## config.mk

```make
export PLATFORM = sky130hd
export DESIGN_NAME = pspc_status_power
export DESIGN_NICKNAME = d
export VERILOG_FILES = /design/src/rtl/pspc_pkg.sv /design/src/rtl/pspc_status_power.sv
export SDC_FILE = /design/constraint.sdc
export NUM_CORES = 1
export LEC_CHECK = 0
export ABC_AREA = 1
export BUFFER_PORTS_ARGS = -buffer_cell sky130_fd_sc_hd__buf_2
export CORE_MARGIN = 1.5
export CORE_UTILIZATION = 40
export CTS_BUF_LIST = sky130_fd_sc_hd__clkbuf_16
export DETAILED_ROUTE_END_ITERATION = 10
export SYNTH_ARGS = -nofsm -noshare
export SYNTH_HDL_FRONTEND = slang
export SYNTH_SLANG_ARGS = --single-unit
```

## constraint.sdc

```tcl
create_clock -name clk -period 2.05 [get_ports clk]
set_input_delay 0.3075 -clock clk [delete_from_list [all_inputs] [get_ports clk]]
set_output_delay 0.3075 -clock clk [all_outputs]
set_load 0.1 [all_outputs]
```

## src/rtl/pspc_pkg.sv

```systemverilog
// Package with codes, states, timing counts and the carrier struct for the PIPE status block.
package pspc_pkg;

  // Receive status codes reported with the received stream.
  localparam logic [2:0] PSPC_RXS_OK        = 3'h0;
  localparam logic [2:0] PSPC_RXS_SKP_ADD   = 3'h1;
  localparam logic [2:0] PSPC_RXS_SKP_DEL   = 3'h2;
  localparam logic [2:0] PSPC_RXS_RX_DET    = 3'h3;
  localparam logic [2:0] PSPC_RXS_DEC_ERR   = 3'h4;
  localparam logic [2:0] PSPC_RXS_EB_OVF    = 3'h5;
  localparam logic [2:0] PSPC_RXS_EB_UNF    = 3'h6;
  localparam logic [2:0] PSPC_RXS_DISP_ERR  = 3'h7;

  // Power-down field encodings.
  localparam logic [1:0] PSPC_PD_P0 = 2'h0;
  localparam logic [1:0] PSPC_PD_P1 = 2'h1;
  localparam logic [1:0] PSPC_PD_P2 = 2'h2;
  localparam logic [1:0] PSPC_PD_P3 = 2'h3;

  // Clock rate and settle times of the analog parts.
  localparam int unsigned PSPC_CLK_MHZ       = 100;
  localparam int unsigned PSPC_P1_EXIT_NS    = 100;
  localparam int unsigned PSPC_P2_EXIT_NS    = 1000;
  localparam int unsigned PSPC_DETECT_NS     = 500;
  localparam int unsigned PSPC_P1_EXIT_CYC   = (PSPC_P1_EXIT_NS * PSPC_CLK_MHZ + 999) / 1000;
  localparam int unsigned PSPC_P2_EXIT_CYC   = (PSPC_P2_EXIT_NS * PSPC_CLK_MHZ + 999) / 1000;
  localparam int unsigned PSPC_DETECT_CYC    = (PSPC_DETECT_NS * PSPC_CLK_MHZ + 999) / 1000;
  localparam int unsigned PSPC_CNT_W         = 8;

  // Power controller states.
  typedef enum logic [2:0] {
    PSPC_ST_ACTIVE  = 3'h0,
    PSPC_ST_SETTLE  = 3'h1,
    PSPC_ST_DETECT  = 3'h2,
    PSPC_ST_DONE    = 3'h3,
    PSPC_ST_RESET   = 3'h4
  } pspc_state_e;

  // Elastic buffer and decoder events from the receive path.
  typedef struct packed {
    logic skp_added;
    logic skp_removed;
    logic decode_err;
    logic eb_overflow;
    logic eb_underflow;
    logic disparity_err;
  } pspc_rx_evt_s;

endpackage

```

## src/rtl/pspc_status_power.sv

```systemverilog
// PIPE receive status, power-state control and completion strobe logic.
`timescale 1ns/1ps
module pspc_status_power
  import pspc_pkg::*;
(
  // Clock and reset.
  input  wire logic         clk,
  input  wire logic         srst,
  // Controller-side requests (asynchronous to clk).
  input  wire logic         phy_reset_low,
  input  wire logic [1:0]   power_down,
  input  wire logic         rate_change,
  input  wire logic         detect_or_loopback_request,
  // Receive path events and configuration.
  input  wire pspc_rx_evt_s rx_evt,
  input  wire logic         eb_nominal_empty,
  input  wire logic         far_receiver_present,
  input  wire logic         vbus_sense,
  // Status outputs to the controller.
  output logic [2:0]        rx_status,
  output logic              operation_done_strobe,
  output logic [1:0]        power_state,
  output logic              phy_in_reset,
  output logic              bus_power_present
);

  // Two-stage synchronisers for every asynchronous input.
  logic [6:0] sync1_reg;                 // First stage, read only by the second.
  logic [6:0] sync2_reg;                 // Second stage, safe for logic.
  wire  [6:0] async_in = {vbus_sense, far_receiver_present, detect_or_loopback_request,
                          rate_change, power_down, phy_reset_low};

  // Synchroniser flops; they clear to all low, so the reset request reads as asserted
  // until the pin is really seen high and no false release follows srst.
  always_ff @(posedge clk) begin
    if (srst) begin
      sync1_reg <= 7'h00;
      sync2_reg <= 7'h00;
    end else begin
      sync1_reg <= async_in;
      sync2_reg <= sync1_reg;
    end
  end

  // Named views of the synchronised inputs.
  wire       rst_low_s  = sync2_reg[0];
  wire [1:0] pd_s       = sync2_reg[2:1];
  wire       rate_s     = sync2_reg[3];
  wire       det_s      = sync2_reg[4];
  wire       rcv_s      = sync2_reg[5];
  wire       vbus_s     = sync2_reg[6];

  // Previous synchronised values for edge detection.
  logic [1:0] pd_prev_reg;               // Last accepted power-down request.
  logic       rate_prev_reg;             // Last rate-change level.
  logic       det_prev_reg;              // Last detect request level.
  logic [1:0] pd_hold_reg;               // Power-down sample one cycle older.

  // State machine and outputs.
  pspc_state_e          state_reg, state_next;
  logic [PSPC_CNT_W-1:0] cnt_reg, cnt_next;
  logic [1:0]           pstate_reg, pstate_next;
  logic                 done_reg, done_next;
  logic                 det_hit_reg, det_hit_next;
  logic [2:0]           rxs_reg;
  logic                 vbus_reg;

  // Request decode.
  // Power-down is a two-bit level; it is taken only when two successive synchronised
  // samples agree, so bits skewed across the crossing never decode an unasked state.
  wire pd_steady   = (pd_s == pd_hold_reg);
  wire pd_change   = (pd_s != pd_prev_reg) && pd_steady;
  wire rate_rise   = rate_s & ~rate_prev_reg;
  wire det_rise    = det_s & ~det_prev_reg;
  wire in_reset    = ~rst_low_s;
  // Settle time for the new state; P3 exit is handled without an interface clock count.
  wire [PSPC_CNT_W-1:0] settle_cnt =
    (pd_s == PSPC_PD_P2) ? PSPC_CNT_W'(PSPC_P2_EXIT_CYC)
                         : PSPC_CNT_W'(PSPC_P1_EXIT_CYC);

  // Next-state logic for power transitions, rate change and receiver detection.
  always_comb begin
    // Defaults: hold state and counter, no strobe.
    state_next   = state_reg;
    cnt_next     = cnt_reg;
    pstate_next  = pstate_reg;
    done_next    = 1'b0;
    det_hit_next = det_hit_reg;
    case (state_reg)
      PSPC_ST_RESET: begin
        // Hold in reset until the controller releases the active-low reset.
        pstate_next = PSPC_PD_P0;
        if (!in_reset) begin
          state_next = PSPC_ST_DONE;
        end
      end
      PSPC_ST_ACTIVE: begin
        // Idle: take one request, power-down first, then rate, then detect.
        if (pd_change) begin
          // Power state change requested.
          pstate_next = pd_s;
          if (pd_s == PSPC_PD_P3 || pd_prev_reg == PSPC_PD_P3) begin
            // P3 entry/exit completes without counting on the interface clock.
            state_next = PSPC_ST_DONE;
          end else begin
            cnt_next   = settle_cnt;
            state_next = PSPC_ST_SETTLE;
          end
        end else if (rate_rise) begin
          // Rate change takes the short settle time.
          cnt_next   = PSPC_CNT_W'(PSPC_P1_EXIT_CYC);
          state_next = PSPC_ST_SETTLE;
        end else if (det_rise) begin
          // Receiver detection requested by the controller.
          cnt_next   = PSPC_CNT_W'(PSPC_DETECT_CYC);
          state_next = PSPC_ST_DETECT;
        end
      end
      PSPC_ST_SETTLE: begin
        // Wait for the analog parts to settle.
        if (cnt_reg <= PSPC_CNT_W'(1)) begin
          state_next = PSPC_ST_DONE;
        end else begin
          cnt_next = cnt_reg - PSPC_CNT_W'(1);
        end
      end
      PSPC_ST_DETECT: begin
        // Sample the far receiver at the end of the detect window.
        if (cnt_reg <= PSPC_CNT_W'(1)) begin
          det_hit_next = rcv_s;
          state_next   = PSPC_ST_DONE;
        end else begin
          cnt_next = cnt_reg - PSPC_CNT_W'(1);
        end
      end
      PSPC_ST_DONE: begin
        // One-cycle completion strobe.
        done_next  = 1'b1;
        state_next = PSPC_ST_ACTIVE;
      end
      default: begin
        state_next = PSPC_ST_RESET;
      end
    endcase
    // A reset request overrides whatever the machine was doing.
    if (in_reset) begin
      state_next = PSPC_ST_RESET;
    end
  end

  // Receive status priority: detect result, then errors, then SKP adjustments.
  wire [2:0] rxs_next =
    (done_next && det_hit_reg)                    ? PSPC_RXS_RX_DET   :
    rx_evt.decode_err                             ? PSPC_RXS_DEC_ERR  :
    rx_evt.disparity_err                          ? PSPC_RXS_DISP_ERR :
    rx_evt.eb_overflow                            ? PSPC_RXS_EB_OVF   :
    (rx_evt.eb_underflow && !eb_nominal_empty)    ? PSPC_RXS_EB_UNF   :
    rx_evt.skp_added                              ? PSPC_RXS_SKP_ADD  :
    rx_evt.skp_removed                            ? PSPC_RXS_SKP_DEL  :
                                                    PSPC_RXS_OK;

  // State registers.
  always_ff @(posedge clk) begin
    if (srst) begin
      state_reg   <= PSPC_ST_RESET;
      cnt_reg     <= '0;
      pstate_reg  <= PSPC_PD_P0;
      done_reg    <= 1'b0;
      det_hit_reg <= 1'b0;
    end else begin
      state_reg   <= state_next;
      cnt_reg     <= cnt_next;
      pstate_reg  <= pstate_next;
      done_reg    <= done_next;
      // The detect result is dropped once reported, so a later strobe cannot repeat it.
      det_hit_reg <= (state_reg == PSPC_ST_DONE) ? 1'b0 : det_hit_next;
    end
  end

  // Edge-detect history and status output registers.
  always_ff @(posedge clk) begin
    if (srst) begin
      pd_prev_reg   <= PSPC_PD_P0;
      pd_hold_reg   <= PSPC_PD_P0;
      rate_prev_reg <= 1'b0;
      det_prev_reg  <= 1'b0;
      rxs_reg       <= PSPC_RXS_OK;
      vbus_reg      <= 1'b0;
    end else begin
      // Edge history other than pd_hold_reg moves only while idle, so an edge seen during a transition is taken after it.
      pd_prev_reg   <= (state_reg == PSPC_ST_ACTIVE && pd_steady) ? pd_s : pd_prev_reg;
      pd_hold_reg   <= pd_s;
      rate_prev_reg <= (state_reg == PSPC_ST_ACTIVE) ? rate_s : rate_prev_reg;
      det_prev_reg  <= (state_reg == PSPC_ST_ACTIVE) ? det_s : det_prev_reg;
      rxs_reg       <= in_reset ? PSPC_RXS_OK : rxs_next;
      // Bus power shows three clocks after the pin: two sync stages and this flop.
      vbus_reg      <= vbus_s;
    end
  end

  // Outputs; the strobe is a clean flop so the controller can capture it asynchronously.
  assign rx_status             = rxs_reg;
  assign operation_done_strobe = done_reg;
  assign power_state           = pstate_reg;
  // The reset flag is a decode of the state register, so it follows the machine exactly.
  assign phy_in_reset          = (state_reg == PSPC_ST_RESET);
  assign bus_power_present     = vbus_reg;

endmodule

```

==> out/qor.yml, run 1 <==
maximum_buffer_depth_of_the_clock_tree: 2
synth.net_count: 278
end_kind: "flop"
clk_pin_slew_ps: 60
hold_path_class: "input port to flop"
worstSetupStartpointType: "flop"
maximum_number_of_pins_on_one_net_before_global_route_repair: 21
initialDrtViolationCount: 70
yosys.area.top_type: "sky130_fd_sc_hd__dfxtp_1"
starting_density_of_the_core_pct: 41.8
area_of_the_mapped_netlist_sq_um: 1830
relSlewSlack_pct: 67.1
cts_tree: "built"
rsz_0062_raised_after_global_routing: "false"
power.density_cell_area_nw_per_um2: 815
critical_path_arrival_ps: 1830
totalNegativeSetupSlack_ps: 0
cp_slowest_cell: "sky130_fd_sc_hd__dfxtp_1"
n_antenna_cell: 0
syn_inst_count: 260
finClkSkew_ps: 4.08
timing.final.setup_violations: 0
area_contributors_post_synth: "sky130_fd_sc_hd__dfxtp_1, sky130_fd_sc_hd__nand2_1, sky130_fd_sc_hd__nor2_1"
num-nets-final: 305
timing.max_cap.violations: 0
timing.critical_path.required_ps: 2230
die_h_um: 70.7
timing_max_transition_violations_final: 0
timing_worst_slew_pin_value_ps: 497
fin_crit_ps: 1650
postCtsResizedCells: 0
max_freq_mhz: 606
critical_path_cell_count: 10
largest_register_ffs: 8
post-place-ws_ps: 403
cts_root_buf: "sky130_fd_sc_hd__clkbuf_16"
critPathBufInv: 1
synth_warnings: 0
antenna_found_initial: 0
die_area_sq_um: 5000
avgRoutedWirePerCell_um: 9.70
worst-r2r-cell-count: 10
rows: 24
buffer_ports.inserted: 23
areaGrowthSynthToFinish_pct: 17.0
run_status: "finished, final reports clean"
detail_route.drc_violations: 0
power.leakage_nw: 1.08
finalCritPeriodShare_pct: 80.4
vias_per_cell: 4.47
cts.htree.levels: 2
core_region_area_sq_um: 4380
per_instance_average_area_after_synthesis_sq_um: 7.05
crit_path_cell_trace: "inv_1, ha_1, nor2_1, nor2_1, nand2_1, nand2_1, nand2_1, nand3_4, nor2_1, nor2_2"
detail_route.wirelength_um: 3300
io_pins: 24
cts.hold.buffers_added: 0
gpl.final_weighted_congestion: 0.756
numCtsBuffers: 5
grt.total_usage_pct: 15.5
dieWidth_um: 70.7
insertion_delay_ps: 280
synth.distinct_cells: 29
nFillCells: 441
detailedRoute.firstPassIterationCount: 4
criticalPathCategory: "flop to flop"
global_route_wire_length_before_repair_um: 6030
vias: 1519
cts.sink_count: 39
hold_depth: 3
yosys.area.top_type_share_pct: 42.6
setup_slack_ps: 401
hpwl_after_dpl_um: 2480
residual_antenna_violating_net_count_after_detailed_routing: 0
drive_gt1_share_pct: 21.5
hold_viol: 0
synth.yosys.seq_area_share_pct: 42.6
postCtsSetupRepairBufs: 0
vdd.ir_drop.worst_mv: 0.619
cp_top_family: "simple AND/OR/NAND/NOR gates"
grt_pass1_vias: 1393
overflow: 0
synth_seq_cells: 39
worst_path_largest_cell_delay_ps: 330
crit_fanout: 15
[cell families after synthesis]
logic type	count (synthesis)	share of synthesized area, %
AOI/OAI and AO/OA	24	6.89
xor gates and xnor gates	2	0.956
adders and majority gates	2	1.36
buffers and inverters	49	10.6
DFF	39	42.6
and+or+nand+nor	144	37.5
[layout make-up]
| cell class | count | area (sq um) | share of cell area, % |
|---|---|---|---|
| well taps | 52 | 65.1 | 3.03 |
| flip-flops and latches | 39 | 781 | 36.4 |
| inverters | 45 | 171 | 7.99 |
| clock buffers | 5 | 125 | 5.83 |
| clock inverters | 3 | 20.0 | 0.933 |
| repair buffers | 24 | 123 | 5.72 |
| multi-input cells | 172 | 860 | 40.1 |
[cells in the mapped netlist]
master and instances:
sky130_fd_sc_hd__a21oi_1 10, sky130_fd_sc_hd__a31oi_1 1, sky130_fd_sc_hd__and2_1 1, sky130_fd_sc_hd__buf_2 1, sky130_fd_sc_hd__buf_6 1, sky130_fd_sc_hd__clkbuf_1 2
sky130_fd_sc_hd__dfxtp_1 39, sky130_fd_sc_hd__ha_1 2, sky130_fd_sc_hd__inv_1 39, sky130_fd_sc_hd__inv_2 5, sky130_fd_sc_hd__inv_4 1, sky130_fd_sc_hd__nand2_1 59
sky130_fd_sc_hd__nand2_2 7, sky130_fd_sc_hd__nand2_4 3, sky130_fd_sc_hd__nand3_1 4, sky130_fd_sc_hd__nand3_2 2, sky130_fd_sc_hd__nand3_4 2, sky130_fd_sc_hd__nand4_1 4
sky130_fd_sc_hd__nand4_2 1, sky130_fd_sc_hd__nor2_1 48, sky130_fd_sc_hd__nor2_2 5, sky130_fd_sc_hd__nor2_8 1, sky130_fd_sc_hd__nor3_1 4, sky130_fd_sc_hd__nor4_1 1
sky130_fd_sc_hd__o21ai_0 12, sky130_fd_sc_hd__o311a_1 1, sky130_fd_sc_hd__or2_2 2, sky130_fd_sc_hd__xnor2_1 1, sky130_fd_sc_hd__xor2_1 1
[layer usage]
layer,share of wire [%],global-route usage (%),vias up
met5,0,0,-
met4,2.4,7.97,0
met3,3.4,4.27,6
met2,46,25.0,21
met1,49,19.0,652
li1,-,-,840
[path summary, 6_finish.rpt]
kind / from / to / slack [ps]
max reg2reg: cnt_reg[0] / cnt_reg[2] / 400
min reg2reg: sync1_reg[2] / sync2_reg[2] / 400
min: rate_change / sync1_reg[3] / 220
max: cnt_reg[0] / cnt_reg[2] / 400
[layout by cell type, fill, tap and decap left out, types with 6 or more instances in the layout]
cell type / instances
sky130_fd_sc_hd__dfxtp_1: 39
sky130_fd_sc_hd__buf_2: 23
sky130_fd_sc_hd__nand2_2: 7
sky130_fd_sc_hd__nor2_1: 47
sky130_fd_sc_hd__o21ai_0: 12
sky130_fd_sc_hd__nor2_2: 6
sky130_fd_sc_hd__nand2_1: 59
sky130_fd_sc_hd__a21oi_1: 10
sky130_fd_sc_hd__inv_1: 39
[power by group]
group / internal, mW / switching (mW)
Clock: 0.448 / 0.312
Combinational: 0.0655 / 0.127
Sequential: 0.784 / 0.0129
[worst register-to-register path: stages, from the launching register on]
cell and delay (ps):
sky130_fd_sc_hd__dfxtp_1 330, sky130_fd_sc_hd__inv_1 100, sky130_fd_sc_hd__ha_1 250, sky130_fd_sc_hd__nor2_1 110
sky130_fd_sc_hd__nor2_1 50, sky130_fd_sc_hd__nand2_1 100, sky130_fd_sc_hd__nand2_1 70, sky130_fd_sc_hd__nand2_1 120
sky130_fd_sc_hd__nand3_4 200, sky130_fd_sc_hd__nor2_1 170, sky130_fd_sc_hd__nor2_2 50
[metrics by stage]
| stage | util (%) | std cells | power [mW] | cell area, sq um | hold WS, ps |
|---|---|---|---|---|---|
| after global routing | 48.9 | 340 | 1.83 | 2140 | 223 |
| after detailed placement | 45.6 | 332 | 1.01 | 2000 | 392 |
| final | 48.9 | 340 | 1.75 | 2140 | 220 |
| after global placement | 45.6 | 332 | 1.01 | 2000 | 389 |
| after CTS | 48.9 | 340 | 1.78 | 2140 | 216 |
| after floorplan | - | 260 | 0.965 | 1840 | 388 |
(Power assumes the default switching activity.)
==> run 2, diff against run 1 <==
clock period = 1.6 ns   (was 2.05 ns; I/O delays follow)
==> run 2 against run 1 <==
Largest power group is now clock. Clock skew grew 0.79 ps. Total power grew 37%. Critical path depth shrank 6. Sequential share of layout area shrank 1.9 points. Highest routed layer unchanged. Sequential cell count is the same. Setup slack lost 270 ps. Final area grew 6.1%.
==> out/qor.yml, run 2 (synthesized netlist as in run 1, its figures left out) <==
run_status: "finished, final reports clean"  # unchanged
place_area_sq_um: 2040  # was 2000 sq um
antenna_found_initial: 0  # unchanged
largest_register_ffs: 8  # unchanged
grt.total_usage_pct: 15.1  # was 15.5%
avgRoutedWirePerCell_um: 9.99  # was 9.70 um
vias: 1600  # was 1519
insertion_delay_ps: 280  # about the same
power.share.clock_pct: 45.9  # was 43.4%
io_pins: 24  # unchanged
core_region_area_sq_um: 4380  # unchanged
rsz_0062_raised_after_global_routing: "true"  # was false
cts_tree: "built"  # unchanged
timing.final.setup_violations: 0  # unchanged
fin_crit_ps: 1470
starting_density_of_the_core_pct: 41.8  # unchanged
hold_path_class: "input port to flop"  # unchanged
hpwl_after_dpl_um: 2480  # about the same
overflow: 0  # unchanged
final_cell_mix: "sky130_fd_sc_hd__nand2_1, sky130_fd_sc_hd__nor2_1, sky130_fd_sc_hd__inv_1"  # was sky130_fd_sc_hd__nand2_1, sky130_fd_sc_hd__nor2_1, sky130_fd_sc_hd__inv_1, sky130_fd_sc_hd__dfxtp_1, sky130_fd_sc_hd__buf_2
numCtsBuffers: 5  # unchanged
worstSetupStartpointType: "flop"  # unchanged
cts.htree.levels: 2  # unchanged
layout_commonest_cell: "sky130_fd_sc_hd__nand2_1"  # unchanged
worst_hold_slack_ps: 160  # was 220 ps
n_antenna_cell: 0  # unchanged
finalCritPeriodShare_pct: 92.1
vdd.ir_drop.worst_mv: 0.637  # was 0.619 mV
cp_slowest_cell: "sky130_fd_sc_hd__dfxtp_1"  # unchanged
relSlewSlack_pct: 67.6  # was 67.1%
finClkSkew_ps: 4.86  # was 4.08 ps
internal_power_consumption_mw: 1.83  # was 1.30 mW
timing.max_cap.violations: 0  # unchanged
initialDrtViolationCount: 51  # was 70
switching_share_pct: 23.5  # was 25.8%
timing_worst_slew_pin_value_ps: 490  # was 497 ps
areaGrowthSynthToFinish_pct: 24.2  # was 17.0%
residual_antenna_violating_net_count_after_detailed_routing: 0  # unchanged
cts.sink_count: 39  # unchanged
die_h_um: 70.7  # unchanged
critical_path_arrival_ps: 1230  # was 1830 ps
end_kind: "output pin"  # was flop
crit_path_cell_trace: "inv_2, nand2_4, nor2_4, clkbuf_4"  # was inv_1, ha_1, nor2_1, nor2_1, nand2_1, nand2_1, nand2_1, nand3_4, nor2_1, nor2_2
totalNegativeSetupSlack_ps: 0  # unchanged
timing_max_transition_violations_final: 0  # unchanged
detailedRoute.firstPassIterationCount: 4  # unchanged
max_freq_mhz: 678
rows: 24  # unchanged
drive_gt1_share_pct: 28.1  # was 21.5%
worst_path_largest_cell_delay_ps: 340  # was 330 ps
grt_pass1_vias: 1530  # was 1393
criticalPathCategory: "flop to output pin"  # was flop to flop
maximum_number_of_pins_on_one_net_before_global_route_repair: 21  # unchanged
hold_viol: 0  # unchanged
buffer_ports.inserted: 23  # unchanged
detail_route.drc_violations: 0  # unchanged
power.density_cell_area_nw_per_um2: 1050  # was 815 nW/um^2
power.leakage_nw: 1.12  # was 1.08 nW
global_route_wire_length_before_repair_um: 6160  # was 6030 um
detail_route.wirelength_um: 3470  # was 3300 um
maximum_buffer_depth_of_the_clock_tree: 2  # unchanged
vias_per_cell: 4.61  # was 4.47
num-nets-final: 312  # was 305
clk_pin_slew_ps: 60  # about the same
finalInstanceArea_sq_um: 2280  # was 2140 sq um
cts_root_buf: "sky130_fd_sc_hd__clkbuf_16"  # unchanged
combPwrFrac_pct: 11.4  # was 11.0%
timing.critical_path.required_ps: 1360  # was 2230 ps
gpl.final_weighted_congestion: 0.828  # was 0.756
die_area_sq_um: 5000  # unchanged
dieWidth_um: 70.7  # unchanged
net-switching-power_mw: 0.561  # was 0.452 mW
crit_fanout: 3  # was 15
seq_power_share_pct: 42.7  # was 45.6%
-- run 2: through the flow --
stage               util (%)  power (mW)  worst slack (ps)  std cells
floorplan                  -        1.24              59.2        260
global placement        46.6        1.30              95.9        337
detailed placement      46.6        1.31              51.4        337
CTS                     50.3        2.41              32.3        345
global route            51.9        2.50             -30.9        347
finish                  51.9        2.39               126        347
-- run 2: path summary, 6_finish.rpt --
path,start,end,cells past startpoint,slack [ps]
max reg2reg,state_reg[1],cnt_reg[7],10,160
max,state_reg[1],phy_in_reset,4,130
min,phy_reset_low,sync1_reg[0],3,160
min reg2reg,sync1_reg[1],sync2_reg[1],2,400
-- run 2: timing repair --
action | 4_1_cts | 5_1_grt
hold buffers | 0 | 0
setup buffers | 0 | 1
setup endpoints to repair | 0 | 9
resized for setup | 0 | 19
-- run 2: power groups by stage --
stage | Combinational [mW] | Clock, mW | Sequential (mW)
after global routing | 0.312 | 1.17 | 1.03
after floorplan | 0.185 | 0 | 1.05
after CTS | 0.266 | 1.12 | 1.02
final | 0.273 | 1.10 | 1.02
after detailed placement | 0.264 | 0 | 1.04
after global placement | 0.264 | 0 | 1.04
-- run 2: cell type report --
type	instances	area, sq um
clock buffer	5	125
clock inverter	3	38.8
fill	422	2110
inverter	45	171
multi-input combinational	173	920
sequential	39	786
tap	52	65.1
timing repair buffer	30	170
-- run 2: layer usage --
metal	GRT usage [%]	share of wire (%)	up-vias
met5	0	0	-
met4	6.71	1.5	0
met3	4.27	2.8	4
met2	25.4	48	22
met1	18.0	47	715
li1	-	-	859
-- run 2: worst max-delay path, delay by kind of cell, from the launching register on --
family,cells,cell delay [ps]
buffers and inverters,2,440
DFF,1,340
and+or+nand+nor,2,180
